`config.mk`:
```
export PLATFORM = sky130hd
export DESIGN_NAME = pec_counters
export DESIGN_NICKNAME = d
export VERILOG_FILES = /design/src/shared/pec_pkg.sv /design/src/verilog/pec_counters.sv
export VERILOG_INCLUDE_DIRS = /design/src /design/src/shared
export SDC_FILE = /design/constraint.sdc
export NUM_CORES = 1
export LEC_CHECK = 0
export BUFFER_PORTS_ARGS = -buffer_cell sky130_fd_sc_hd__buf_2
export CAP_MARGIN = 20
export CORE_MARGIN = 4
export CORE_UTILIZATION = 30
export CTS_BUF_LIST = sky130_fd_sc_hd__clkbuf_4
export DETAILED_ROUTE_END_ITERATION = 6
export PLACE_DENSITY = 0.58
export SETUP_SLACK_MARGIN = 0.02
export SKIP_CTS_REPAIR_TIMING = 1
export SLEW_MARGIN = 20
export SYNTH_ARGS = -nofsm -noshare
export SYNTH_HDL_FRONTEND = slang
export SYNTH_SLANG_ARGS = --single-unit
```
`constraint.sdc`:
```
create_clock -name CLOCK -period 3.45 [get_ports CLOCK]
set_input_delay 0.345 -clock CLOCK [delete_from_list [all_inputs] [get_ports CLOCK]]
set_output_delay 0.345 -clock CLOCK [all_outputs]
set_load 0.02 [all_outputs]
```
`src/shared/pec_consts.svh`:
```
`ifndef PEC_CONSTS_SVH
`define PEC_CONSTS_SVH
`define PEC_EV_NC_WRITE 6'h2E
`define PEC_EV_RD_MISS 6'h31
`define PEC_EV_WR_MISS 6'h34
`define PEC_EV_RD_STALL 6'h36
`define PEC_EV_ST_STALL 6'h3B
`define PEC_EV_MUL_LOCK 6'h3B
`define PEC_MISALIGN_HIT_CLOCKS 2'h3
`define PEC_PCE_BIT 9
`define PEC_CR_RESET 32'h0000_0000
`define PEC_CR_DEFINED_MASK 32'h0000_03FF
`define PEC_COUNT_RESET 40'h00_0000_0000
`endif

```
`src/shared/pec_pkg.sv`:
```
`default_nettype none
package pec_pkg;
    typedef struct packed {
        logic nc_write;
        logic rd_miss;
        logic wr_miss;
        logic rd_stall;
        logic rd_misalign_hit;
        logic st_stall_em;
        logic wbuf_nonempty;
        logic mul_dep_stall;
        logic branch_taken;
    } pec_events_t;
    typedef enum logic [2:0] {
        PEC_RUN = 3'b001,
        PEC_SMM = 3'b010,
        PEC_SHUTDOWN = 3'b100
    } pec_state_t;
endpackage
`default_nettype wire

```
`src/verilog/pec_counters.sv`:
```
`include "pec_consts.svh"
`default_nettype none
module pec_counters
    import pec_pkg::*;
#(
    parameter int CW = 40,
    parameter int CRW = 32
) (
    input wire logic CLOCK,
    input wire logic RESET,
    input wire logic CLOCK_ENABLE,
    input wire logic BUS_CLOCK_TICK,
    input wire pec_events_t EVENTS,
    input wire logic EXTERNAL_WRITE_BUFFER_EMPTY_N,
    input wire logic [5:0] EVENT_SELECT_0,
    input wire logic [5:0] EVENT_SELECT_1,
    input wire logic MUL_INTERLOCK_SELECT,
    input wire logic CR_WRITE,
    input wire logic [CRW-1:0] CR_WRITE_DATA,
    input wire logic [1:0] PRIVILEGE_LEVEL,
    input wire logic READ_PERF_COUNTER_INSTR,
    input wire logic COUNTER_INDEX,
    input wire logic SMI_ENTER,
    input wire logic RESUME_FROM_SYSMGMT_INSTR,
    output logic [CRW-1:0] EXTENDED_CONTROL_REGISTER,
    output logic [CRW-1:0] SAVE_AREA_CR,
    output logic SYSTEM_MANAGEMENT_STATE,
    output logic SHUTDOWN,
    output logic READ_VALID,
    output logic READ_FAULT,
    output logic [CW-1:0] READ_DATA,
    output logic [CW-1:0] COUNT_0,
    output logic [CW-1:0] COUNT_1,
    output logic [1:0] COUNTER_STATUS_PINS
);
    ////////////////////////////////////////////////////////////////////////////////
    // Control path state.
    pec_state_t state;
    pec_state_t next_state;
    logic [CRW-1:0] next_cr;
    logic [CRW-1:0] next_ext_cr;
    logic [CRW-1:0] next_save;

    // Each counter owns one element of these arrays, so no flip-flop has two writers.
    logic [CW-1:0] count [2];
    logic pending [2];
    logic status_pin [2];

    ////////////////////////////////////////////////////////////////////////////////
    // Decoded conditions.
    wire logic in_run = (state == PEC_RUN);
    wire logic in_smm = (state == PEC_SMM);
    wire logic pce = EXTENDED_CONTROL_REGISTER[`PEC_PCE_BIT];
    wire logic level_zero = (PRIVILEGE_LEVEL == 2'h0);
    wire logic read_allowed = pce || level_zero;
    wire logic read_take = READ_PERF_COUNTER_INSTR && in_run;
    wire logic cr_load = CR_WRITE && in_run;

    // Only bits outside the defined set are reserved, so the read-enable bit survives a resume.
    wire logic [CRW-1:0] reserved_mask = ~CRW'(`PEC_CR_DEFINED_MASK);
    wire logic restore_ok = (SAVE_AREA_CR & reserved_mask) == '0;
    wire logic resume_good = in_smm && RESUME_FROM_SYSMGMT_INSTR && restore_ok;
    wire logic resume_bad = in_smm && RESUME_FROM_SYSMGMT_INSTR && !restore_ok;

    ////////////////////////////////////////////////////////////////////////////////

    // Store stall counts while either buffers hold data or the pin says not empty.
    function automatic logic [1:0] event_inc(input logic [5:0] sel, input logic mul_sel, input pec_events_t e,
                                             input logic external_write_buffer_empty_n_n);
        event_inc = 2'h0;
        if (sel == `PEC_EV_MUL_LOCK && mul_sel) begin
            event_inc = {1'b0, e.mul_dep_stall && !e.branch_taken};
        end else if (sel == `PEC_EV_NC_WRITE) begin
            event_inc = {1'b0, e.nc_write};
        end else if (sel == `PEC_EV_ST_STALL) begin
            event_inc = {1'b0, e.st_stall_em && (e.wbuf_nonempty || external_write_buffer_empty_n_n)};
        end else if (sel == `PEC_EV_RD_MISS) begin
            event_inc = {1'b0, e.rd_miss};
        end else if (sel == `PEC_EV_WR_MISS) begin
            event_inc = {1'b0, e.wr_miss};
        end else if (sel == `PEC_EV_RD_STALL) begin
            event_inc = e.rd_misalign_hit ? `PEC_MISALIGN_HIT_CLOCKS : {1'b0, e.rd_stall};
        end
    endfunction

    wire logic [1:0] inc0 = event_inc(EVENT_SELECT_0, MUL_INTERLOCK_SELECT, EVENTS, EXTERNAL_WRITE_BUFFER_EMPTY_N);
    wire logic [1:0] inc1 = event_inc(EVENT_SELECT_1, MUL_INTERLOCK_SELECT, EVENTS, EXTERNAL_WRITE_BUFFER_EMPTY_N);
    wire logic [1:0] incs [2];
    assign incs[0] = inc0;
    assign incs[1] = inc1;
    assign next_cr = cr_load ? CR_WRITE_DATA : EXTENDED_CONTROL_REGISTER;
    assign COUNT_0 = count[0];
    assign COUNT_1 = count[1];
    assign SYSTEM_MANAGEMENT_STATE = in_smm;
    assign SHUTDOWN = (state == PEC_SHUTDOWN);

    ////////////////////////////////////////////////////////////////////////////////
    // Pins only move on bus ticks, so increments are banked until the next tick.
    // The bank holds one toggle; a faster burst is a known limitation of the pins only.
    for (genvar i = 0; i < 2; i++) begin : g_ctr
        wire logic [2:0] sum = {2'h0, pending[i]} + {1'b0, incs[i]};
        wire logic have_inc = (sum != 3'h0);
        wire logic fire = BUS_CLOCK_TICK && have_inc;
        wire logic next_pending = fire ? (sum > 3'h1) : (pending[i] || have_inc);
        wire logic next_pin = fire ? ~status_pin[i] : status_pin[i];
        wire logic [CW-1:0] next_count = count[i] + CW'(incs[i]);

        always_ff @(posedge CLOCK) begin
            if (RESET) begin
                count[i] <= CW'(`PEC_COUNT_RESET);
                pending[i] <= 1'b0;
                status_pin[i] <= 1'b0;
            end else if (CLOCK_ENABLE) begin
                count[i] <= next_count;
                pending[i] <= next_pending;
                status_pin[i] <= next_pin;
            end
        end
    end

    assign COUNTER_STATUS_PINS = {status_pin[1], status_pin[0]};

    ////////////////////////////////////////////////////////////////////////////////
    // Control register, save area and run state.
    always_comb begin
        next_state = state;
        next_ext_cr = EXTENDED_CONTROL_REGISTER;
        next_save = SAVE_AREA_CR;
        case (state)
            PEC_RUN: begin
                next_ext_cr = next_cr;
                if (SMI_ENTER) begin
                    next_save = next_cr;
                    next_state = PEC_SMM;
                end
            end
            PEC_SMM: begin
                if (resume_good) begin
                    next_ext_cr = SAVE_AREA_CR;
                    next_state = PEC_RUN;
                end else if (resume_bad) begin
                    next_state = PEC_SHUTDOWN;
                end
            end
            PEC_SHUTDOWN: begin
                next_state = PEC_SHUTDOWN;
            end
            default: begin
                next_state = PEC_RUN;
            end
        endcase
    end

    // Shutdown is left only through reset, as a real core would need one.
    always_ff @(posedge CLOCK) begin
        if (RESET) begin
            state <= PEC_RUN;
            EXTENDED_CONTROL_REGISTER <= CRW'(`PEC_CR_RESET);
            SAVE_AREA_CR <= CRW'(`PEC_CR_RESET);
        end else if (CLOCK_ENABLE) begin
            state <= next_state;
            EXTENDED_CONTROL_REGISTER <= next_ext_cr;
            SAVE_AREA_CR <= next_save;
        end
    end

    ////////////////////////////////////////////////////////////////////////////////
    // Counter reads; the data holds until the next allowed read.
    wire logic next_read_valid = read_take && read_allowed;
    wire logic next_read_fault = read_take && !read_allowed;
    wire logic [CW-1:0] next_read_data = next_read_valid ? count[COUNTER_INDEX] : READ_DATA;

    always_ff @(posedge CLOCK) begin
        if (RESET) begin
            READ_VALID <= 1'b0;
            READ_FAULT <= 1'b0;
            READ_DATA <= CW'(`PEC_COUNT_RESET);
        end else if (CLOCK_ENABLE) begin
            READ_VALID <= next_read_valid;
            READ_FAULT <= next_read_fault;
            READ_DATA <= next_read_data;
        end
    end
endmodule
`default_nettype wire

```
==> out/qor.tcl <==
set qor(yosysWarnings) 0
set qor(worst-endpoint-arrival_ns) 3.36
set qor(crit-reg2reg-launch) {count[0][0]$_SDFFCE_PN0P_}
set qor(unrepaired_setup_endpoints_after_global_routing) {no}
set qor(clock_skew_ns) 0.0284
set qor(outcome) {finished clean}
set qor(antenna_found_initial) 1
set qor(top_ff_cell_synth) {sky130_fd_sc_hd__dfxtp_1}
set qor(synth_fp_nets) 1175
set qor(timing.final.hold_violations) 0
set qor(hold-worst-slack_ns) 0.105
set qor(power.density_cell_area_nw_per_um2) 381
set qor(crit_type) {input pin to register}
set qor(final_common_cell) {sky130_fd_sc_hd__buf_2}
set qor(timing_max_transition_violations_final) 0
set qor(final_layout_size_suffix_gt1_frac) 0.262
set qor(worst-r2r-cell-count) 7
set qor(syn_avg_cell_area_um2) 9.65
set qor(h-tree-depth) 4
set qor(power.total_w) 0.00479
set qor(maxCapViolCount) 0
set qor(synth_async_sr_flop_share) 0
set qor(drt-wirelength-per-cell_um) 17.9
set qor(initial_core_util) 0.306
set qor(clk_root_buffer_cell) {sky130_fd_sc_hd__clkbuf_4}
set qor(detailed_place.area_um2) 12300
set qor(pwr-share-comb) 0.199
set qor(place.detailed.hpwl_mm) 22.9
set qor(max_freq_mhz) 345
set qor(layout.nets) 1402
set qor(setup_violations) 0
set qor(total_of_flip_flops_plus_latches_after_synthesis) 193
set qor(final_area_um2) 12600
set qor(dpl_worst_slack_ns) -0.122
set qor(cts_inserted_buffers) 17
set qor(netlist_area_um2) 10600
set qor(startpoint_type) {input pin}
set qor(io_buffers) 255
set qor(synth_cell_type_count) 64
set qor(vias) 9372
set qor(hold-path-cell-count) 3
set qor(p_switching_w) 0.00159
set qor(globalRoute.totalOverflow) 0
set qor(seq_power_share) 0.568
set qor(clock_pin_slew_on_the_worst_setup_and_hold_paths_ns) 0.17
set qor(place.gp.congestion) 0.778
set qor(fp.dieH_um) 196
set qor(p_leak_nw) 5.05
set qor(via_per_inst) 5.23
set qor(worstSetupEndpointType) {register}
set qor(worstHoldEndpoint) {SAVE_AREA_CR[28]$_SDFFE_PP0P_}
set qor(die_width_um) 196
set qor(cts_max_path_buffers) 2
set qor(synth_seq_area_share) 0.445
set qor(end_of_flow_core_utilization) 0.363
set qor(core_um2) 34600
set qor(tritoncts) {built}
set qor(worst_slew_pin_slew_ns) 0.870
set qor(max-slew-margin-rel) 0.420
set qor(timing.hold.worst.class) {input pin to register}
set qor(io_pins) 256
set qor(drtIter0Drc) 501
set qor(irDropWorstVdd_uv) 214
set qor(finalWorstPathRequiredPeriod_ns) 2.90
set qor(largest_net_degree_at_the_start_of_global_routing) 83
set qor(aggregate_routed_wire_length_mm) 32.1
set qor(antenna_violating_nets_post_route) 0
set qor(dieArea_um2) 38300
set qor(power_frac_clock) 0.233
set qor(worstSkewPairLatency_ns) 0.61
set qor(number_of_global_route_vias_before_repair) 8777
set qor(post_synth_inst_count) 1096
set qor(number_of_remaining_drc_errors) 0
set qor(synth_enable_flop_cells) 84
set qor(grt_first_pass_wirelength_mm) 49.6
set qor(rr_endpoint) {count[0][24]$_SDFFCE_PN0P_}
set qor(crit_fanout) 19
set qor(layout.cells.most_common_list) {sky130_fd_sc_hd__buf_2, sky130_fd_sc_hd__nor2_1, sky130_fd_sc_hd__mux2i_1}
set qor(fp-row-count) 68
set qor(swShare) 0.332
set qor(holdCritStartpoint) {CR_WRITE_DATA[28]}
set qor(grt_usage) 0.159
set qor(first_pass_iters) 4
set qor(fin_ws_ns) 0.551
set qor(rrSetupSlack_ns) 0.72
set qor(cts.sinks) 193
set qor(worst-endpoint-required_ns) 3.91
set qor(final_period_utilization) 0.840
set qor(area_growth_syn_to_layout_pct) 18.8
set qor(internal_power_w) 0.00320
[synthesized netlist by cell type (3+ instances only)]
library cell	count	share of area
sky130_fd_sc_hd__buf_6	3	0.0032
sky130_fd_sc_hd__edfxtp_1	84	0.24
sky130_fd_sc_hd__nand4_1	33	0.020
sky130_fd_sc_hd__clkbuf_1	52	0.018
sky130_fd_sc_hd__xnor2_1	14	0.012
sky130_fd_sc_hd__nor3_1	6	0.0028
sky130_fd_sc_hd__and4_1	10	0.0083
sky130_fd_sc_hd__nand2b_1	37	0.022
sky130_fd_sc_hd__o41ai_1	4	0.0033
sky130_fd_sc_hd__nor4_1	21	0.012
sky130_fd_sc_hd__o311ai_0	6	0.0050
sky130_fd_sc_hd__nand3b_1	3	0.0021
sky130_fd_sc_hd__nor2_1	154	0.055
sky130_fd_sc_hd__mux2i_1	114	0.11
sky130_fd_sc_hd__clkbuf_8	4	0.0052
sky130_fd_sc_hd__xor2_1	10	0.0083
sky130_fd_sc_hd__nand2_1	46	0.016
sky130_fd_sc_hd__a211o_1	32	0.026
sky130_fd_sc_hd__or3_1	16	0.0095
sky130_fd_sc_hd__or2_2	15	0.0089
sky130_fd_sc_hd__a211oi_1	74	0.053
sky130_fd_sc_hd__o21ai_0	21	0.0099
sky130_fd_sc_hd__o31ai_1	25	0.018
sky130_fd_sc_hd__nand3_1	25	0.012
sky130_fd_sc_hd__a21oi_1	48	0.023
sky130_fd_sc_hd__inv_1	18	0.0064
sky130_fd_sc_hd__ha_1	11	0.013
sky130_fd_sc_hd__and3_1	6	0.0035
sky130_fd_sc_hd__buf_4	5	0.0035
sky130_fd_sc_hd__or4_1	25	0.018
sky130_fd_sc_hd__nor2b_1	4	0.0024
sky130_fd_sc_hd__buf_2	13	0.0061
sky130_fd_sc_hd__dfxtp_1	109	0.21
sky130_fd_sc_hd__buf_1	5	0.0018
[through the flow]
stage | setup TNS, ns | std cells
3_5_place_dp | -0.988 | 1758
6_report | 0 | 1793
4_1_cts | 0 | 1790
2_1_floorplan | 0 | 1096
3_3_place_gp | -0.336 | 1758
5_1_grt | 0 | 1792
[area by class of cell]
cell class	count	area, um^2
inverters	18	67.6
well taps	455	569
fillers	3573	22100
multi-input cells	802	5420
flip-flops and latches	193	4700
clock buffers	20	150
diodes	2	5.00
repair buffers	291	1590
clock inverters	12	67.6
[state kept, by name, summed over array words and instances (netlist names)]
signal and count:
READ_FAULT 1, status_pin 2, count 80, SAVE_AREA_CR 32, READ_VALID 1, EXTENDED_CONTROL_REGISTER 32, state 3, pending 2
READ_DATA 40
[per-layer routing]
| metal | share of wire | global-route usage | wire length (um) | up-vias |
|---|---|---|---|---|
| li1 | - | - | - | 4588 |
| met1 | 0.47 | 0.222 | 15200 | 4521 |
| met2 | 0.46 | 0.256 | 14700 | 247 |
| met3 | 0.058 | 0.0335 | 1860 | 16 |
| met4 | 0.0099 | 0.0365 | 319 | 0 |
| met5 | 0 | 0 | 0 | - |
[power by group through the flow]
stage | Clock [W] | Sequential (W) | Combinational [W]
floorplan | 0 | 0.00289 | 0.000480
global placement | 0 | 0.00277 | 0.000946
CTS | 0.00118 | 0.00272 | 0.000961
global route | 0.00126 | 0.00275 | 0.00103
detailed placement | 0 | 0.00277 | 0.000959
finish | 0.00112 | 0.00272 | 0.000953
[cells by family after synthesis]
group           Yosys count  synth area share
fa+ha+maj                13            0.0168
compound gates          227             0.153
mux                     115             0.109
simple gates            423             0.211
buf+inv                 101            0.0452
xor+xnor                 24            0.0199
flops                   193             0.445
[how the worst max path moves through the flow]
stage	end	startpoint
6_report	count[1][32]$_SDFFCE_PN0P_	EVENT_SELECT_1[0]
5_1_grt	count[1][32]$_SDFFCE_PN0P_	EVENT_SELECT_1[0]
4_1_cts	count[1][26]$_SDFFCE_PN0P_	EVENT_SELECT_1[0]
3_5_place_dp	count[1][20]$_SDFFCE_PN0P_	EVENT_SELECT_1[0]
3_3_place_gp	count[0][24]$_SDFFCE_PN0P_	EVENT_SELECT_0[2]
2_1_floorplan	count[1][36]$_SDFFCE_PN0P_	EVENT_SELECT_1[0]
[worst max-delay path, cell delays in order]
cell and delay [ns]:
sky130_fd_sc_hd__buf_2 0.12, sky130_fd_sc_hd__nand2b_1 0.18, sky130_fd_sc_hd__o31ai_1 0.24, sky130_fd_sc_hd__a21oi_1 0.10
sky130_fd_sc_hd__o31ai_1 0.25, sky130_fd_sc_hd__buf_4 0.16, sky130_fd_sc_hd__ha_1 0.16, sky130_fd_sc_hd__inv_1 0.06
sky130_fd_sc_hd__fa_1 0.40, sky130_fd_sc_hd__and4b_1 0.39, sky130_fd_sc_hd__nand3_2 0.13, sky130_fd_sc_hd__buf_12 0.17
sky130_fd_sc_hd__or4_1 0.49, sky130_fd_sc_hd__a21oi_1 0.16
(Power assumes the default switching activity.)
